--- config.mk ---
export PLATFORM = sky130hd
export DESIGN_NAME = ulcs_top
export DESIGN_NICKNAME = d
export VERILOG_FILES = /design/src/logic/ulcs_pkg.sv /design/src/logic/ulcs_tx.sv /design/src/logic/ulcs_rx.sv /design/src/logic/ulcs_top.sv
export VERILOG_INCLUDE_DIRS = /design/src /design/src/logic
export SDC_FILE = /design/constraint.sdc
export NUM_CORES = 1
export LEC_CHECK = 0
export BUFFER_PORTS_ARGS = -buffer_cell sky130_fd_sc_hd__buf_2
export CORE_ASPECT_RATIO = 0.6
export CORE_UTILIZATION = 55
export DETAILED_ROUTE_END_ITERATION = 16
export PLACE_DENSITY = 0.72
export SKIP_LAST_GASP = 1
export SYNTH_ARGS = -nofsm -noshare
export SYNTH_HDL_FRONTEND = slang
export SYNTH_SLANG_ARGS = --single-unit
--- constraint.sdc ---
create_clock -name core_clk_i -period 2.47 [get_ports core_clk_i]
set_clock_uncertainty 0.2 [all_clocks]
set_input_delay 0.3705 -clock core_clk_i [delete_from_list [all_inputs] [get_ports core_clk_i]]
set_output_delay 0.3705 -clock core_clk_i [all_outputs]
set_load 0.02 [all_outputs]
--- src/logic/ulcs_consts.svh ---
// Register offsets, field positions, reset values and bit timing for the line control block
`ifndef ULCS_CONSTS_SVH
`define ULCS_CONSTS_SVH
`define ULCS_OFS_DATA 3'h0
`define ULCS_OFS_ENABLE 3'h1
`define ULCS_OFS_IDENT 3'h2
`define ULCS_OFS_FORMAT 3'h3
`define ULCS_OFS_STATUS 3'h5
`define ULCS_OFS_MODEM 3'h6
`define ULCS_FMT_STOP 2
`define ULCS_FMT_PAR_EN 3
`define ULCS_FMT_EVEN 4
`define ULCS_FMT_STICK 5
`define ULCS_FMT_BREAK 6
`define ULCS_FMT_DIVSEL 7
`define ULCS_EN_RXDATA 0
`define ULCS_EN_HOLD 1
`define ULCS_EN_LINE 2
`define ULCS_EN_MODEM 3
`define ULCS_ID_NONE 3'h1
`define ULCS_ID_LINE 3'h6
`define ULCS_ID_RXDATA 3'h4
`define ULCS_ID_HOLD 3'h2
`define ULCS_ID_MODEM 3'h0
`define ULCS_RST_FORMAT 8'h00
`define ULCS_RST_ENABLE 4'h0
`define ULCS_RST_DIVISOR 16'h0000
`define ULCS_TX_BIT_LAST 6'h0F
`define ULCS_STOP_TICKS_1 6'h10
`define ULCS_STOP_TICKS_15 6'h18
`define ULCS_STOP_TICKS_2 6'h20
`define ULCS_RX_MID 4'h7
`define ULCS_RX_LAST 4'hF
`endif

--- src/logic/ulcs_pkg.sv ---
// Types and shared parity helpers for the line control block
package ulcs_pkg;
  typedef enum logic [4:0] {
    tx_idle = 5'h01, tx_start = 5'h02, tx_data = 5'h04, tx_parity = 5'h08, tx_stop = 5'h10
  } ulcs_tx_state_type;
  typedef enum logic [5:0] {
    rx_idle = 6'h01, rx_start = 6'h02, rx_data = 6'h04, rx_parity = 6'h08, rx_stop = 6'h10, rx_wait = 6'h20
  } ulcs_rx_state_type;

  function automatic logic [7:0] ulcs_char_mask(input logic [1:0] len);
    case (len)
      2'h0: ulcs_char_mask = 8'h1F;
      2'h1: ulcs_char_mask = 8'h3F;
      2'h2: ulcs_char_mask = 8'h7F;
      default: ulcs_char_mask = 8'hFF;
    endcase
  endfunction

  function automatic logic ulcs_parity_bit(input logic [7:0] data, input logic [1:0] len,
                                           input logic even, input logic stick);
    if (stick) begin
      ulcs_parity_bit = !even;
    end else begin
      ulcs_parity_bit = even ? ^(data & ulcs_char_mask(len)) : !(^(data & ulcs_char_mask(len)));
    end
  endfunction
endpackage

--- src/logic/ulcs_tx.sv ---
// Serial transmitter: start, data, optional parity and stop bits at 16 ticks per bit
`timescale 1ns/100ps
`include "ulcs_consts.svh"
module ulcs_tx (
  input wire logic core_clk_i,
  input wire logic rst_n_i,
  input wire logic tick_i,
  input wire logic load_i,
  input wire logic [7:0] data_i,
  input wire logic [7:0] fmt_i,
  output logic line_o,
  output logic idle_o
);
  ulcs_pkg::ulcs_tx_state_type state_reg;
  logic [7:0] shift_reg;
  logic par_reg;
  logic [5:0] tick_cnt_reg;
  logic [2:0] bit_cnt_reg;
  logic line_reg;
  logic [2:0] last_bit;
  logic [5:0] stop_ticks;
  logic bit_end;

  assign last_bit = {1'h0, fmt_i[1:0]} + 3'h4;
  // Half stop bit is eight ticks, so 1.5 stop bits only exists for five-bit characters
  assign stop_ticks = !fmt_i[`ULCS_FMT_STOP] ? `ULCS_STOP_TICKS_1 :
                      (fmt_i[1:0] == 2'h0) ? `ULCS_STOP_TICKS_15 : `ULCS_STOP_TICKS_2;
  assign bit_end = tick_i && (tick_cnt_reg == `ULCS_TX_BIT_LAST);
  assign idle_o = (state_reg == ulcs_pkg::tx_idle);
  assign line_o = line_reg;

  always_ff @(posedge core_clk_i or negedge rst_n_i) begin
    if (!rst_n_i) begin
      state_reg <= ulcs_pkg::tx_idle;
      shift_reg <= 8'h00;
      par_reg <= 1'h0;
      tick_cnt_reg <= 6'h00;
      bit_cnt_reg <= 3'h0;
      line_reg <= 1'h1;
    end else begin
      if (tick_i) begin
        tick_cnt_reg <= tick_cnt_reg + 6'h01;
      end
      case (state_reg)
        ulcs_pkg::tx_idle: if (load_i) begin
          shift_reg <= data_i;
          par_reg <= ulcs_pkg::ulcs_parity_bit(data_i, fmt_i[1:0], fmt_i[`ULCS_FMT_EVEN],
                                               fmt_i[`ULCS_FMT_STICK]);
          tick_cnt_reg <= 6'h00;
          line_reg <= 1'h0;
          state_reg <= ulcs_pkg::tx_start;
        end
        ulcs_pkg::tx_start: if (bit_end) begin
          tick_cnt_reg <= 6'h00;
          bit_cnt_reg <= 3'h0;
          line_reg <= shift_reg[0];
          state_reg <= ulcs_pkg::tx_data;
        end
        ulcs_pkg::tx_data: if (bit_end) begin
          tick_cnt_reg <= 6'h00;
          if (bit_cnt_reg == last_bit) begin
            line_reg <= fmt_i[`ULCS_FMT_PAR_EN] ? par_reg : 1'h1;
            state_reg <= fmt_i[`ULCS_FMT_PAR_EN] ? ulcs_pkg::tx_parity : ulcs_pkg::tx_stop;
          end else begin
            bit_cnt_reg <= bit_cnt_reg + 3'h1;
            shift_reg <= shift_reg >> 1;
            line_reg <= shift_reg[1];
          end
        end
        ulcs_pkg::tx_parity: if (bit_end) begin
          tick_cnt_reg <= 6'h00;
          line_reg <= 1'h1;
          state_reg <= ulcs_pkg::tx_stop;
        end
        ulcs_pkg::tx_stop: if (tick_i && (tick_cnt_reg == stop_ticks - 6'h01)) begin
          state_reg <= ulcs_pkg::tx_idle;
        end
        default: state_reg <= ulcs_pkg::tx_idle;
      endcase
    end
  end
endmodule

--- src/logic/ulcs_rx.sv ---
// Serial receiver: mid-bit sampling at 16 ticks per bit, parity, first stop bit and break check
`timescale 1ns/100ps
`include "ulcs_consts.svh"
module ulcs_rx (
  input wire logic core_clk_i,
  input wire logic rst_n_i,
  input wire logic tick_i,
  input wire logic line_i,
  input wire logic [7:0] fmt_i,
  output logic done_o,
  output logic [7:0] data_o,
  output logic par_err_o,
  output logic frame_err_o,
  output logic brk_o
);
  ulcs_pkg::ulcs_rx_state_type state_reg;
  logic [3:0] tick_cnt_reg;
  logic [2:0] bit_cnt_reg;
  logic [7:0] shift_reg;
  logic par_rx_reg;
  logic low_reg;
  logic sample;
  logic expect_par;

  assign sample = tick_i && (tick_cnt_reg == `ULCS_RX_LAST);
  assign expect_par = ulcs_pkg::ulcs_parity_bit(shift_reg, fmt_i[1:0], fmt_i[`ULCS_FMT_EVEN],
                                                fmt_i[`ULCS_FMT_STICK]);

  always_ff @(posedge core_clk_i or negedge rst_n_i) begin
    if (!rst_n_i) begin
      state_reg <= ulcs_pkg::rx_idle;
      tick_cnt_reg <= 4'h0;
      bit_cnt_reg <= 3'h0;
      shift_reg <= 8'h00;
      par_rx_reg <= 1'h0;
      low_reg <= 1'h0;
      done_o <= 1'h0;
      data_o <= 8'h00;
      par_err_o <= 1'h0;
      frame_err_o <= 1'h0;
      brk_o <= 1'h0;
    end else begin
      done_o <= 1'h0;
      if (tick_i) begin
        tick_cnt_reg <= tick_cnt_reg + 4'h1;
      end
      case (state_reg)
        ulcs_pkg::rx_idle: if (tick_i && !line_i) begin
          tick_cnt_reg <= 4'h0;
          state_reg <= ulcs_pkg::rx_start;
        end
        // A start bit that is gone by mid-bit is taken as noise
        ulcs_pkg::rx_start: if (tick_i && (tick_cnt_reg == `ULCS_RX_MID)) begin
          tick_cnt_reg <= 4'h0;
          bit_cnt_reg <= 3'h0;
          shift_reg <= 8'h00;
          low_reg <= 1'h1;
          state_reg <= line_i ? ulcs_pkg::rx_idle : ulcs_pkg::rx_data;
        end
        ulcs_pkg::rx_data: if (sample) begin
          shift_reg[bit_cnt_reg] <= line_i;
          low_reg <= low_reg && !line_i;
          bit_cnt_reg <= bit_cnt_reg + 3'h1;
          if (bit_cnt_reg == {1'h0, fmt_i[1:0]} + 3'h4) begin
            state_reg <= fmt_i[`ULCS_FMT_PAR_EN] ? ulcs_pkg::rx_parity : ulcs_pkg::rx_stop;
          end
        end
        ulcs_pkg::rx_parity: if (sample) begin
          par_rx_reg <= line_i;
          low_reg <= low_reg && !line_i;
          state_reg <= ulcs_pkg::rx_stop;
        end
        // Only the first stop bit is looked at; a low line then waits for idle
        ulcs_pkg::rx_stop: if (sample) begin
          done_o <= 1'h1;
          data_o <= shift_reg;
          frame_err_o <= !line_i;
          par_err_o <= fmt_i[`ULCS_FMT_PAR_EN] && (par_rx_reg != expect_par);
          brk_o <= low_reg && !line_i;
          state_reg <= line_i ? ulcs_pkg::rx_idle : ulcs_pkg::rx_wait;
        end
        ulcs_pkg::rx_wait: if (line_i) begin
          state_reg <= ulcs_pkg::rx_idle;
        end
        default: state_reg <= ulcs_pkg::rx_idle;
      endcase
    end
  end
endmodule

--- src/logic/ulcs_top.sv ---
// Register front end, baud tick, interrupt priority and line status for the serial element
//
// Functional notes
// - Identity code low bits: 001 idle, 110 line, 100 rx data, 010 holding, 000 modem.
// - Line status interrupt comes from error flags, removed by reading line status.
// - Received data interrupt follows data available, removed by reading receive buffer.
// - Holding empty interrupt cleared by identity read while reported, or holding write.
// - Modem interrupt from modem line changes, removed by reading modem status.
// - Format bits 1:0 select five to eight data bits.
// - Stop bit control: one, or 1.5 for five bits, else two.
// - Receiver checks only the first stop bit.
// - Format bit 3 enables parity generation and checking after the last data bit.
// - Format bit 4 selects even parity, clear selects odd.
// - Bits 3 and 5 force parity: zero with bit 4 set, one otherwise.
// - Format bit 6 holds serial output low; transmitter keeps running.
// - Format bit 7 maps shared offsets to divisor latches; host clears it otherwise.
// - Status bit 0 set when a character lands in buffer, cleared reading it.
// - Status bit 1 flags overrun, cleared on any status read.
// - Status bit 2 flags parity mismatch, cleared on any status read.
// - Status bit 3 flags missing stop bit, cleared on any status read.
// - Status bit 4 flags line low a full character, cleared on status read.
// - Any of status bits 1 to 4 raises the line status interrupt.
// - Format register reads back as written.
// - Identity bit 0 low when pending; bits 3 to 7 read zero.
// - Each interrupt type reaches the output only when its enable bit is set.
//
// Local design decisions: the plain strobed port and the register offsets.
`timescale 1ns/100ps
`include "ulcs_consts.svh"
module ulcs_top (
  input wire logic core_clk_i,
  input wire logic rst_n_i,
  input wire logic [2:0] addr_i,
  input wire logic [7:0] wdata_i,
  input wire logic wr_i,
  input wire logic rd_i,
  output logic [7:0] rdata_o,
  input wire logic serial_input_i,
  output logic serial_output_o,
  input wire logic cts_n_i,
  input wire logic dsr_n_i,
  input wire logic ri_n_i,
  input wire logic dcd_n_i,
  output logic interrupt_o
);
  logic [7:0] line_format_control_reg;
  logic [3:0] interrupt_enable_reg;
  logic [15:0] divisor_reg;
  logic [15:0] baud_cnt_reg;
  logic tick_reg;
  logic [7:0] receive_buffer_reg;
  logic rx_char_available_reg;
  logic overrun_flag_reg;
  logic rx_parity_flag_reg;
  logic rx_framing_flag_reg;
  logic rx_break_flag_reg;
  logic [7:0] transmit_holding_reg;
  logic hold_full_reg;
  logic hold_empty_pend_reg;
  logic [3:0] modem_prev_reg;
  logic [3:0] modem_delta_reg;
  logic serial_out_reg;
  logic irq_reg;
  logic [7:0] rdata_reg;
  logic [7:0] rdata_next;

  logic divsel;
  logic buf_rd;
  logic hold_wr;
  logic div_lo_wr;
  logic div_hi_wr;
  logic enable_wr;
  logic format_wr;
  logic status_rd;
  logic ident_rd;
  logic modem_rd;
  logic tx_load;
  logic tx_idle;
  logic tx_line;
  logic rx_done;
  logic [7:0] rx_data;
  logic rx_par_err;
  logic rx_frame_err;
  logic rx_brk;
  logic [3:0] modem_now;
  logic [3:0] modem_change;
  logic [3:0] pend;
  logic [2:0] ident;
  logic [7:0] line_status;

  // Priority encoder over {modem, holding, rx data, line}
  function automatic logic [2:0] ulcs_ident_code(input logic [3:0] p);
    if (p[0]) begin
      ulcs_ident_code = `ULCS_ID_LINE;
    end else if (p[1]) begin
      ulcs_ident_code = `ULCS_ID_RXDATA;
    end else if (p[2]) begin
      ulcs_ident_code = `ULCS_ID_HOLD;
    end else if (p[3]) begin
      ulcs_ident_code = `ULCS_ID_MODEM;
    end else begin
      ulcs_ident_code = `ULCS_ID_NONE;
    end
  endfunction

  function automatic logic hit(input logic strobe, input logic [2:0] a, input logic [2:0] ofs);
    hit = strobe && (a == ofs);
  endfunction

  assign divsel = line_format_control_reg[`ULCS_FMT_DIVSEL];
  assign buf_rd = hit(rd_i, addr_i, `ULCS_OFS_DATA) && !divsel;
  assign hold_wr = hit(wr_i, addr_i, `ULCS_OFS_DATA) && !divsel;
  assign div_lo_wr = hit(wr_i, addr_i, `ULCS_OFS_DATA) && divsel;
  assign div_hi_wr = hit(wr_i, addr_i, `ULCS_OFS_ENABLE) && divsel;
  assign enable_wr = hit(wr_i, addr_i, `ULCS_OFS_ENABLE) && !divsel;
  assign format_wr = hit(wr_i, addr_i, `ULCS_OFS_FORMAT);
  assign status_rd = hit(rd_i, addr_i, `ULCS_OFS_STATUS);
  assign ident_rd = hit(rd_i, addr_i, `ULCS_OFS_IDENT);
  assign modem_rd = hit(rd_i, addr_i, `ULCS_OFS_MODEM);

  // Line format and enables; writes to the status offset are dropped
  always_ff @(posedge core_clk_i or negedge rst_n_i) begin
    if (!rst_n_i) begin
      line_format_control_reg <= `ULCS_RST_FORMAT;
    end else if (format_wr) begin
      line_format_control_reg <= wdata_i;
    end
  end

  always_ff @(posedge core_clk_i or negedge rst_n_i) begin
    if (!rst_n_i) begin
      interrupt_enable_reg <= `ULCS_RST_ENABLE;
    end else if (enable_wr) begin
      interrupt_enable_reg <= wdata_i[3:0];
    end
  end

  always_ff @(posedge core_clk_i or negedge rst_n_i) begin
    if (!rst_n_i) begin
      divisor_reg <= `ULCS_RST_DIVISOR;
    end else if (div_lo_wr) begin
      divisor_reg[7:0] <= wdata_i;
    end else if (div_hi_wr) begin
      divisor_reg[15:8] <= wdata_i;
    end
  end

  // Loading either latch restarts the count so a new divisor takes hold at once
  always_ff @(posedge core_clk_i or negedge rst_n_i) begin
    if (!rst_n_i) begin
      baud_cnt_reg <= `ULCS_RST_DIVISOR;
      tick_reg <= 1'h0;
    end else if (div_lo_wr || div_hi_wr || divisor_reg == 16'h0000) begin
      baud_cnt_reg <= 16'h0000;
      tick_reg <= 1'h0;
    end else if (baud_cnt_reg <= 16'h0001) begin
      baud_cnt_reg <= divisor_reg;
      tick_reg <= 1'h1;
    end else begin
      baud_cnt_reg <= baud_cnt_reg - 16'h0001;
      tick_reg <= 1'h0;
    end
  end

  // Transmit holding path
  assign tx_load = hold_full_reg && tx_idle;

  always_ff @(posedge core_clk_i or negedge rst_n_i) begin
    if (!rst_n_i) begin
      transmit_holding_reg <= 8'h00;
      hold_full_reg <= 1'h0;
    end else begin
      if (hold_wr) begin
        transmit_holding_reg <= wdata_i;
        hold_full_reg <= 1'h1;
      end else if (tx_load) begin
        hold_full_reg <= 1'h0;
      end
    end
  end

  // Emptying the holding register wins over a clear in the same cycle
  always_ff @(posedge core_clk_i or negedge rst_n_i) begin
    if (!rst_n_i) begin
      hold_empty_pend_reg <= 1'h0;
    end else if (tx_load) begin
      hold_empty_pend_reg <= 1'h1;
    end else if (hold_wr || (ident_rd && ident == `ULCS_ID_HOLD)) begin
      hold_empty_pend_reg <= 1'h0;
    end
  end

  ulcs_tx u_tx (
    .core_clk_i(core_clk_i),
    .rst_n_i(rst_n_i),
    .tick_i(tick_reg),
    .load_i(tx_load),
    .data_i(transmit_holding_reg),
    .fmt_i(line_format_control_reg),
    .line_o(tx_line),
    .idle_o(tx_idle)
  );

  // Break overrides the pin only; the shifter keeps its own timing
  always_ff @(posedge core_clk_i or negedge rst_n_i) begin
    if (!rst_n_i) begin
      serial_out_reg <= 1'h1;
    end else begin
      serial_out_reg <= tx_line && !line_format_control_reg[`ULCS_FMT_BREAK];
    end
  end
  assign serial_output_o = serial_out_reg;

  ulcs_rx u_rx (
    .core_clk_i(core_clk_i),
    .rst_n_i(rst_n_i),
    .tick_i(tick_reg),
    .line_i(serial_input_i),
    .fmt_i(line_format_control_reg),
    .done_o(rx_done),
    .data_o(rx_data),
    .par_err_o(rx_par_err),
    .frame_err_o(rx_frame_err),
    .brk_o(rx_brk)
  );

  always_ff @(posedge core_clk_i or negedge rst_n_i) begin
    if (!rst_n_i) begin
      receive_buffer_reg <= 8'h00;
      rx_char_available_reg <= 1'h0;
    end else if (rx_done) begin
      receive_buffer_reg <= rx_data;
      rx_char_available_reg <= 1'h1;
    end else if (buf_rd) begin
      rx_char_available_reg <= 1'h0;
    end
  end

  // Error flags: a new event beats a status read in the same cycle
  always_ff @(posedge core_clk_i or negedge rst_n_i) begin
    if (!rst_n_i) begin
      overrun_flag_reg <= 1'h0;
      rx_parity_flag_reg <= 1'h0;
      rx_framing_flag_reg <= 1'h0;
      rx_break_flag_reg <= 1'h0;
    end else begin
      overrun_flag_reg <= (rx_done && rx_char_available_reg && !buf_rd) ||
                          (overrun_flag_reg && !status_rd);
      rx_parity_flag_reg <= (rx_done && rx_par_err) || (rx_parity_flag_reg && !status_rd);
      rx_framing_flag_reg <= (rx_done && rx_frame_err) || (rx_framing_flag_reg && !status_rd);
      rx_break_flag_reg <= (rx_done && rx_brk) || (rx_break_flag_reg && !status_rd);
    end
  end

  // Modem lines, shown inverted; ring only flags its trailing edge
  assign modem_now = ~{dcd_n_i, ri_n_i, dsr_n_i, cts_n_i};
  assign modem_change = {modem_now[3] ^ modem_prev_reg[3], modem_prev_reg[2] && !modem_now[2],
                         modem_now[1:0] ^ modem_prev_reg[1:0]};

  always_ff @(posedge core_clk_i or negedge rst_n_i) begin
    if (!rst_n_i) begin
      modem_prev_reg <= 4'h0;
      modem_delta_reg <= 4'h0;
    end else begin
      modem_prev_reg <= modem_now;
      modem_delta_reg <= modem_change | (modem_rd ? 4'h0 : modem_delta_reg);
    end
  end

  // Interrupt priority
  assign pend = {interrupt_enable_reg[`ULCS_EN_MODEM] && (|modem_delta_reg),
                 interrupt_enable_reg[`ULCS_EN_HOLD] && hold_empty_pend_reg,
                 interrupt_enable_reg[`ULCS_EN_RXDATA] && rx_char_available_reg,
                 interrupt_enable_reg[`ULCS_EN_LINE] && (overrun_flag_reg || rx_parity_flag_reg ||
                 rx_framing_flag_reg || rx_break_flag_reg)};
  assign ident = ulcs_ident_code(pend);

  always_ff @(posedge core_clk_i or negedge rst_n_i) begin
    if (!rst_n_i) begin
      irq_reg <= 1'h0;
    end else begin
      irq_reg <= |pend;
    end
  end
  assign interrupt_o = irq_reg;

  assign line_status = {1'h0, !hold_full_reg && tx_idle, !hold_full_reg, rx_break_flag_reg,
                        rx_framing_flag_reg, rx_parity_flag_reg, overrun_flag_reg, rx_char_available_reg};

  always_comb begin
    rdata_next = 8'h00;
    case (addr_i)
      `ULCS_OFS_DATA: rdata_next = divsel ? divisor_reg[7:0] : receive_buffer_reg;
      `ULCS_OFS_ENABLE: rdata_next = divsel ? divisor_reg[15:8] : {4'h0, interrupt_enable_reg};
      `ULCS_OFS_IDENT: rdata_next = {5'h00, ident};
      `ULCS_OFS_FORMAT: rdata_next = line_format_control_reg;
      `ULCS_OFS_STATUS: rdata_next = line_status;
      `ULCS_OFS_MODEM: rdata_next = {modem_now, modem_delta_reg};
      default: rdata_next = 8'h00;
    endcase
  end

  always_ff @(posedge core_clk_i or negedge rst_n_i) begin
    if (!rst_n_i) begin
      rdata_reg <= 8'h00;
    end else begin
      rdata_reg <= rd_i ? rdata_next : 8'h00;
    end
  end
  assign rdata_o = rdata_reg;

  property p_line_first;
    @(posedge core_clk_i) disable iff (!rst_n_i) pend[0] |-> ident == `ULCS_ID_LINE;
  endproperty
  a_line_first: assert property (p_line_first) else $error("line status not reported first");

  property p_rx_over_hold;
    @(posedge core_clk_i) disable iff (!rst_n_i) (!pend[0] && pend[1] && pend[2]) |-> ident == `ULCS_ID_RXDATA;
  endproperty
  a_rx_over_hold: assert property (p_rx_over_hold) else $error("rx data not above holding");

  property p_status_clears;
    @(posedge core_clk_i) disable iff (!rst_n_i)
      (status_rd && !rx_done) |=>
      !(overrun_flag_reg || rx_parity_flag_reg || rx_framing_flag_reg || rx_break_flag_reg);
  endproperty
  a_status_clears: assert property (p_status_clears) else $error("error flags survived status read");

  property p_char_lands;
    @(posedge core_clk_i) disable iff (!rst_n_i)
      rx_done |=> rx_char_available_reg && receive_buffer_reg == $past(rx_data);
  endproperty
  a_char_lands: assert property (p_char_lands) else $error("received character not stored");

  property p_buf_read_clears;
    @(posedge core_clk_i) disable iff (!rst_n_i) (buf_rd && !rx_done) |=> !rx_char_available_reg;
  endproperty
  a_buf_read_clears: assert property (p_buf_read_clears) else $error("data available not cleared");

  property p_hold_write_clears;
    @(posedge core_clk_i) disable iff (!rst_n_i) (hold_wr && !tx_load) |=> !hold_empty_pend_reg;
  endproperty
  a_hold_write_clears: assert property (p_hold_write_clears) else $error("holding interrupt kept");

  property p_break_low;
    @(posedge core_clk_i) disable iff (!rst_n_i) line_format_control_reg[`ULCS_FMT_BREAK] |=> !serial_output_o;
  endproperty
  a_break_low: assert property (p_break_low) else $error("break did not hold output low");

  property p_divisor_route;
    @(posedge core_clk_i) disable iff (!rst_n_i)
      div_lo_wr |=> divisor_reg[7:0] == $past(wdata_i) && !$changed(transmit_holding_reg);
  endproperty
  a_divisor_route: assert property (p_divisor_route) else $error("divisor write misrouted");

  property p_enable_gate;
    @(posedge core_clk_i) disable iff (!rst_n_i) (interrupt_enable_reg == 4'h0) [*2] |-> !interrupt_o;
  endproperty
  a_enable_gate: assert property (p_enable_gate) else $error("interrupt with all enables clear");

  property p_ident_read;
    @(posedge core_clk_i) disable iff (!rst_n_i)
      ident_rd |=> rdata_o[7:3] == 5'h00 && rdata_o[0] == ($past(pend) == 4'h0);
  endproperty
  a_ident_read: assert property (p_ident_read) else $error("identity read bits wrong");

  property p_format_read;
    @(posedge core_clk_i) disable iff (!rst_n_i)
      hit(rd_i, addr_i, `ULCS_OFS_FORMAT) |=> rdata_o == $past(line_format_control_reg);
  endproperty
  a_format_read: assert property (p_format_read) else $error("format readback wrong");
endmodule

## Word level (Yosys, flattened, before mapping)

Cells that the tools add are included.
W data, S select, Z words.

| storage, ports and cells | value |
|---|---|
| word-level logic and storage cells | 265 |
| input port bits | 20 |
| bits in registers | 145 |
| output and inout bits | 10 |

| operators by class | value |
|---|---|
| eq/ne operators | 41 |
| magnitude comparators | 3 |
| bitwise logic cells | 7 |
| reduce and logical (&&, ||, !) cells | 86 |
| multiplexer cells | 84 |
| $add $sub $neg | 7 |

Operator list:

| cell | number |
|---|---|
| $mux W8 | 11 |
| $mux W6 | 13 |
| $pmux W8 S6 | 1 |
| $mux W5 | 8 |
| $logic_and A1 B1 Y1 | 38 |
| $pmux W6 S6 | 1 |
| $mux W16 | 2 |
| $pmux W8 S2 | 2 |
| $pmux W5 S5 | 1 |
| $mux W3 | 8 |
| $ne A2 B1 Y1 const B | 12 |
| $pmux W8 S3 | 1 |
| $mux W1 | 23 |
| $and A8 B8 Y8 | 2 |
| $le A16 B1 Y1 const B | 1 |
| $logic_not A16 Y1 | 1 |
| $mux W4 | 4 |
| $reduce_xor A8 Y1 | 2 |
| $sub A16 B1 Y16 const B | 1 |
| $reduce_bool A2 Y1 | 7 |
| $eq A6 B4 Y1 const B | 2 |
| $pmux W3 S2 | 2 |
| $pmux W6 S2 | 1 |
| $logic_not A1 Y1 | 10 |
| other kinds (52) | 74 |

## Logic depth before layout (Yosys ltp)

| logic depth | value |
|---|---|
| word-level depth | 11 |
| gate-level depth with buffers | 7 |
| mapped depth without buffers | 7 |

## Cells and area by module

From an unflattened synthesis, not the netlist that was laid out.

| second synthesis, totals | value |
|---|---|
| cell total of the unflattened synthesis | 706 |
| area total of the unflattened synthesis | 7495.9 sq um |

Modules (own cells, without submodules):

| module | area an instance (sq um) | seq. area each (sq um) | cells each | times used |
|---|---|---|---|---|
| ulcs_top | 4086.4 | 2153.3 | 342 | 1 |
| ulcs_rx | 1925.6 | 877.1 | 211 | 1 |
| ulcs_tx | 1483.9 | 603.1 | 153 | 1 |

## Worst setup path before layout

OpenSTA, ideal clock, no wires.

| path | value |
|---|---|
| kind | flip-flop to flip-flop |
| start point | register u_rx.shift_reg[0] |
| end point | register u_rx.par_err_o |
| path buffers | 0 |
| clock period less this slack | 2.160 ns |
| slack | 0.310 ns |
| setup time | 0.124 ns |
| cell stages (with the launch flop) | 6 |
| arrival time | 1.836 ns |
| data required time | 2.146 ns |
| cell sequence | dfrtp_1 > xnor3_2 > xnor2_1 > or4_4 > and4b_1 > a211o_1 |

| on the way | value |
|---|---|
| longest elaborated chain between the ends | 7 |

RTL lines:

| element | line | source |
|---|---|---|
| start, declared | ulcs_rx.sv:19 | `logic [7:0] shift_reg;` |
| start signal, assigned by index | ulcs_rx.sv:61 | `shift_reg[bit_cnt_reg] <= line_i;` |
| $and A8 B8 Y8 * | ulcs_pkg.sv:24 | `ulcs_parity_bit = even ? ^(data & ulcs_char_mask(len)) : !(^(data & ulcs_char_mask(len)));` |
| $reduce_xor A8 Y1 * | ulcs_pkg.sv:24 |  |
| $logic_not A1 Y1 | ulcs_pkg.sv:24 |  |
| $mux W1 * | ulcs_pkg.sv:24 |  |
| $mux W1 * | ulcs_pkg.sv:21 | `if (stick) begin` |
| $ne A1 B1 Y1 * | ulcs_rx.sv:78 | `` par_err_o <= fmt_i[`ULCS_FMT_PAR_EN] && (par_rx_reg != expect_par); `` |
| $logic_and A1 B1 Y1 * | ulcs_rx.sv:78 |  |
| end signal, assigned | ulcs_rx.sv:78 |  |
| end, declared | ulcs_rx.sv:12 | `output logic par_err_o,` |

Mark *: on every way between the ends. The rest lies on a longest branch, timed or not.
A chain may end at the register's enable or synchronous reset.

## Final worst setup path

| path | value |
|---|---|
| start point | register baud_cnt_reg[11] |
| end point | register baud_cnt_reg[9] |

| on the way | value |
|---|---|
| longest elaborated chain between the ends | 3 |

RTL lines:

| element | line | source |
|---|---|---|
| start, declared | ulcs_top.sv:49 | `logic [15:0] baud_cnt_reg;` |
| start signal, assigned | ulcs_top.sv:151 | `` baud_cnt_reg <= `ULCS_RST_DIVISOR; `` |
| start signal, assigned | ulcs_top.sv:157 | `baud_cnt_reg <= divisor_reg;` |
| start signal, assigned | ulcs_top.sv:160 | `baud_cnt_reg <= baud_cnt_reg - 16'h0001;` |
| $le A16 B1 Y1 | ulcs_top.sv:156 | `end else if (baud_cnt_reg <= 16'h0001) begin` |
| $mux W16 | ulcs_top.sv:156 |  |
| $mux W16 | ulcs_top.sv:153 | `end else if (div_lo_wr \|\| div_hi_wr \|\| divisor_reg == 16'h0000) begin` |

Every way passes these cells.

==> impl_metrics.tcl <==
set metrics [dict create \
    status "complete, no violations" \
    drtIter0Drc 559 \
    fin_crit_ns 2.33 \
    netlist_area_sq_um 7370 \
    layout-drive-gt1-share 0.237 \
    netSwitchingPower_w 0.00279 \
    drc 0 \
    yosysSeqAreaShare 0.493 \
    ant_nets 0 \
    synth_ff_type "dfrtp_1" \
    r2r_slack_ns 0.14 \
    hold_viol_final 0 \
    drv_slew 0 \
    areaGrowthSynthToFinish_pct 15.3 \
    critPathMaxFanout 33 \
    ios 30 \
    cts.reportedPaths.clkPinSlew_ns 0.07 \
    critPathCaptureType "flop" \
    total_power_w 0.00813 \
    path_cells "or4_4 > nor4_2 > o2111ai_2 > buf_4 > nor2_1 > a211oi_2" \
    cp-start-kind "flop" \
    gp_congestion 0.915 \
    viasPerCell 6.16 \
    sw_frac_of_total 0.344 \
    min_period_over_period 0.945 \
    grt_pass1_vias 5521 \
    hpwlAfterDp_um 13000 \
    routed_wl_um 18200 \
    avgSynthCellArea_sq_um 10.8 \
    firstDrtPassIters 5 \
    port_buffers 29 \
    cts_sinks 145 \
    cts_htree_levels 4 \
    rsz0062_at_grt "no" \
    root_buffer "clkbuf_16" \
    core_area_sq_um 13000 \
    cts_buffer_depth 2 \
    fmax_mhz 429 \
    dieArea_sq_um 13900 \
    tns_ns 0 \
    grt_pass1_wl_um 29500 \
    rr_worst_depth 6 \
    met2WireLength_um 7850 \
    pwr-share-clk 0.313 \
    tightest_slew_ns 0.623 \
    setup_violations 0 \
    wl_met3_um 1320 \
    avgRoutedWirePerCell_um 19.9 \
    met1_length_um 8830 \
    chipHeight_um 91.7 \
    pre_cts_ws_ns 0.127 \
    cts_tree "built" \
    routed.top_layer "met4" \
    cp_data_required_time_ns 2.55 \
    clk_latency_ns 0.42 \
    layout.nets 759 \
    synth_fp_nets 706 \
    ys_async_sr_fraction 1.00 \
    hold_path_end "line_format_control_reg[6]" \
    cts_buffers 17 \
    worst_slack_ns 0.136 \
    ys_warn_count 0 \
    cp.arrival_ns 2.42 \
    track_usage 0.282 \
    grt_max_degree 63 \
    slowest_delay_ns 0.57 \
    synth-edff-count 0 \
    pwr-share-seq 0.421 \
    r2r-end "baud_cnt_reg[9]" \
    power_leakage_nw 3.94 \
    globalRoute.totalOverflow 0 \
    antenna_cells 0 \
    die_x_um 151 \
    internal-power_w 0.00534 \
    r2r-start "baud_cnt_reg[11]" \
    ys_seq_elements 145 \
    vias 5639 \
    postCtsSetupRepairBufs 0 \
    crit_path_top_delay_cell "or4_4" \
    synthCells 680 \
    hold_class "primary input to flop" \
    critical_path_class "flop to flop" \
    holdCritStartpoint "wdata_i[6]" \
    slew_headroom 0.581 \
    pwr_density_cell_nw_per_um2 957 \
    start_util 0.568 \
    placementRows 32 \
    cap_violations 0 \
    vdd_ir_drop_max_uv 527 \
    hold_path_depth 2 \
    yosysUniqueCellTypes 68 \
    p_comb_frac 0.266 \
    antenna_found_initial 0 \
]
[routing by layer]
metal / track usage / vias up
met1: 0.436 / 2852
met3: 0.0761 / 21
li1: - / 2586
met4: 0.0750 / 0
met2: 0.386 / 180
met5: 0 / -
[worst max-delay path by stage]
| stage | cells after the start | slack (ns) | from | to |
|---|---|---|---|---|
| detailed placement | 6 | 0.13 | u_tx.tick_cnt_reg[0] | u_tx.tick_cnt_reg[3] |
| finish | 6 | 0.14 | baud_cnt_reg[11] | baud_cnt_reg[9] |
| CTS | 5 | 0.09 | u_tx.state_reg[1] | u_tx.tick_cnt_reg[3] |
| global placement | 5 | 0.22 | u_rx.state_reg[2] | u_rx.state_reg[2] |
| global route | 6 | 0.03 | u_rx.tick_cnt_reg[0] | u_rx.state_reg[4] |
| floorplan | 5 | 0.31 | u_rx.shift_reg[0] | u_rx.par_err_o |
[layout by cell type (no fill, tap or decap), types with 21 or more instances in the layout]
cell type  netlist  final
xnor2_1         21     21
mux2i_1         23     23
buf_2            8     28
nand3_1         23     23
nand2_1         61     61
buf_4            0     25
mux2_2          58     58
nor2_1          64     64
dfrtp_1        141    141
[per-stage QoR]
stage | instances | hold slack (ns) | util | cell area, sq um
floorplan | 680 | -0.125 | - | 7370
global placement | 879 | 0.0987 | 0.605 | 7850
detailed placement | 879 | 0.102 | 0.605 | 7850
CTS | 916 | 0.0421 | 0.654 | 8480
global route | 916 | 0.0598 | 0.655 | 8500
finish | 916 | 0.0558 | 0.655 | 8500
[cells by family (layout without fill, tap and decap cells)]
| family | after synthesis | after routing | synth area share |
|---|---|---|---|
| flip-flops | 145 | 145 | 0.493 |
| adder cells (fa/ha/maj) | 6 | 6 | 0.0102 |
| AND/OR/NAND/NOR | 236 | 236 | 0.165 |
| multiplexers | 85 | 85 | 0.129 |
| XOR/XNOR | 41 | 41 | 0.0536 |
| buffers and inverters | 43 | 109 | 0.0233 |
| AO/OA/AOI/OAI | 124 | 124 | 0.126 |
[cell type report]
class	instances	area, sq um
Clock buffer	18	439
Clock inverter	14	146
Fill cell	978	4480
Inverter	17	63.8
Multi-Input combinational cell	492	3590
Sequential cell	145	3630
Tap cell	170	213
Timing Repair Buffer	60	409
[power groups by stage]
stage | sequential [W] | clock (W) | combinational, W
floorplan | 0.00323 | 0 | 0.00152
global placement | 0.00340 | 0 | 0.00198
detailed placement | 0.00343 | 0 | 0.00206
CTS | 0.00340 | 0.00256 | 0.00211
global route | 0.00348 | 0.00266 | 0.00236
finish | 0.00342 | 0.00254 | 0.00216
[cell usage after synthesis (all sizes together), types with 5 or more instances]
library cell / n / share of area
clkbuf: 15 / 0.0076
nor2b: 10 / 0.0085
a22o: 10 / 0.012
nor3: 8 / 0.0061
a21oi: 15 / 0.010
xnor2: 21 / 0.025
nand2b: 13 / 0.011
mux2: 60 / 0.092
o21ai: 26 / 0.018
mux2i: 23 / 0.031
nand4: 9 / 0.0076
o31ai: 7 / 0.0071
a211oi: 16 / 0.022
xor2: 18 / 0.022
nand2: 61 / 0.031
nor2: 64 / 0.033
and3: 6 / 0.0051
dfrtp: 141 / 0.48
inv: 17 / 0.0087
nand3b: 9 / 0.0092
nand3: 23 / 0.016
buf: 11 / 0.0070
ha: 6 / 0.010
a31oi: 5 / 0.0042
a21o: 6 / 0.0061
nor4: 15 / 0.016
o211ai: 5 / 0.0051
[what timing repair did]
action / CTS / global route
resized for setup: 0 / 2
endpoints found under the setup margin: 0 / 8
hold buffers: 5 / 0
endpoints found under the hold margin: 39 / 0
[critical path: cells and delay by family (launching register included)]
kind,cells,cell delay [ns]
compound gates,2,0.25
simple gates,3,1.07
flops,1,0.40
buf+inv,1,0.27
Note: power is estimated with default switching activity, not from simulation.
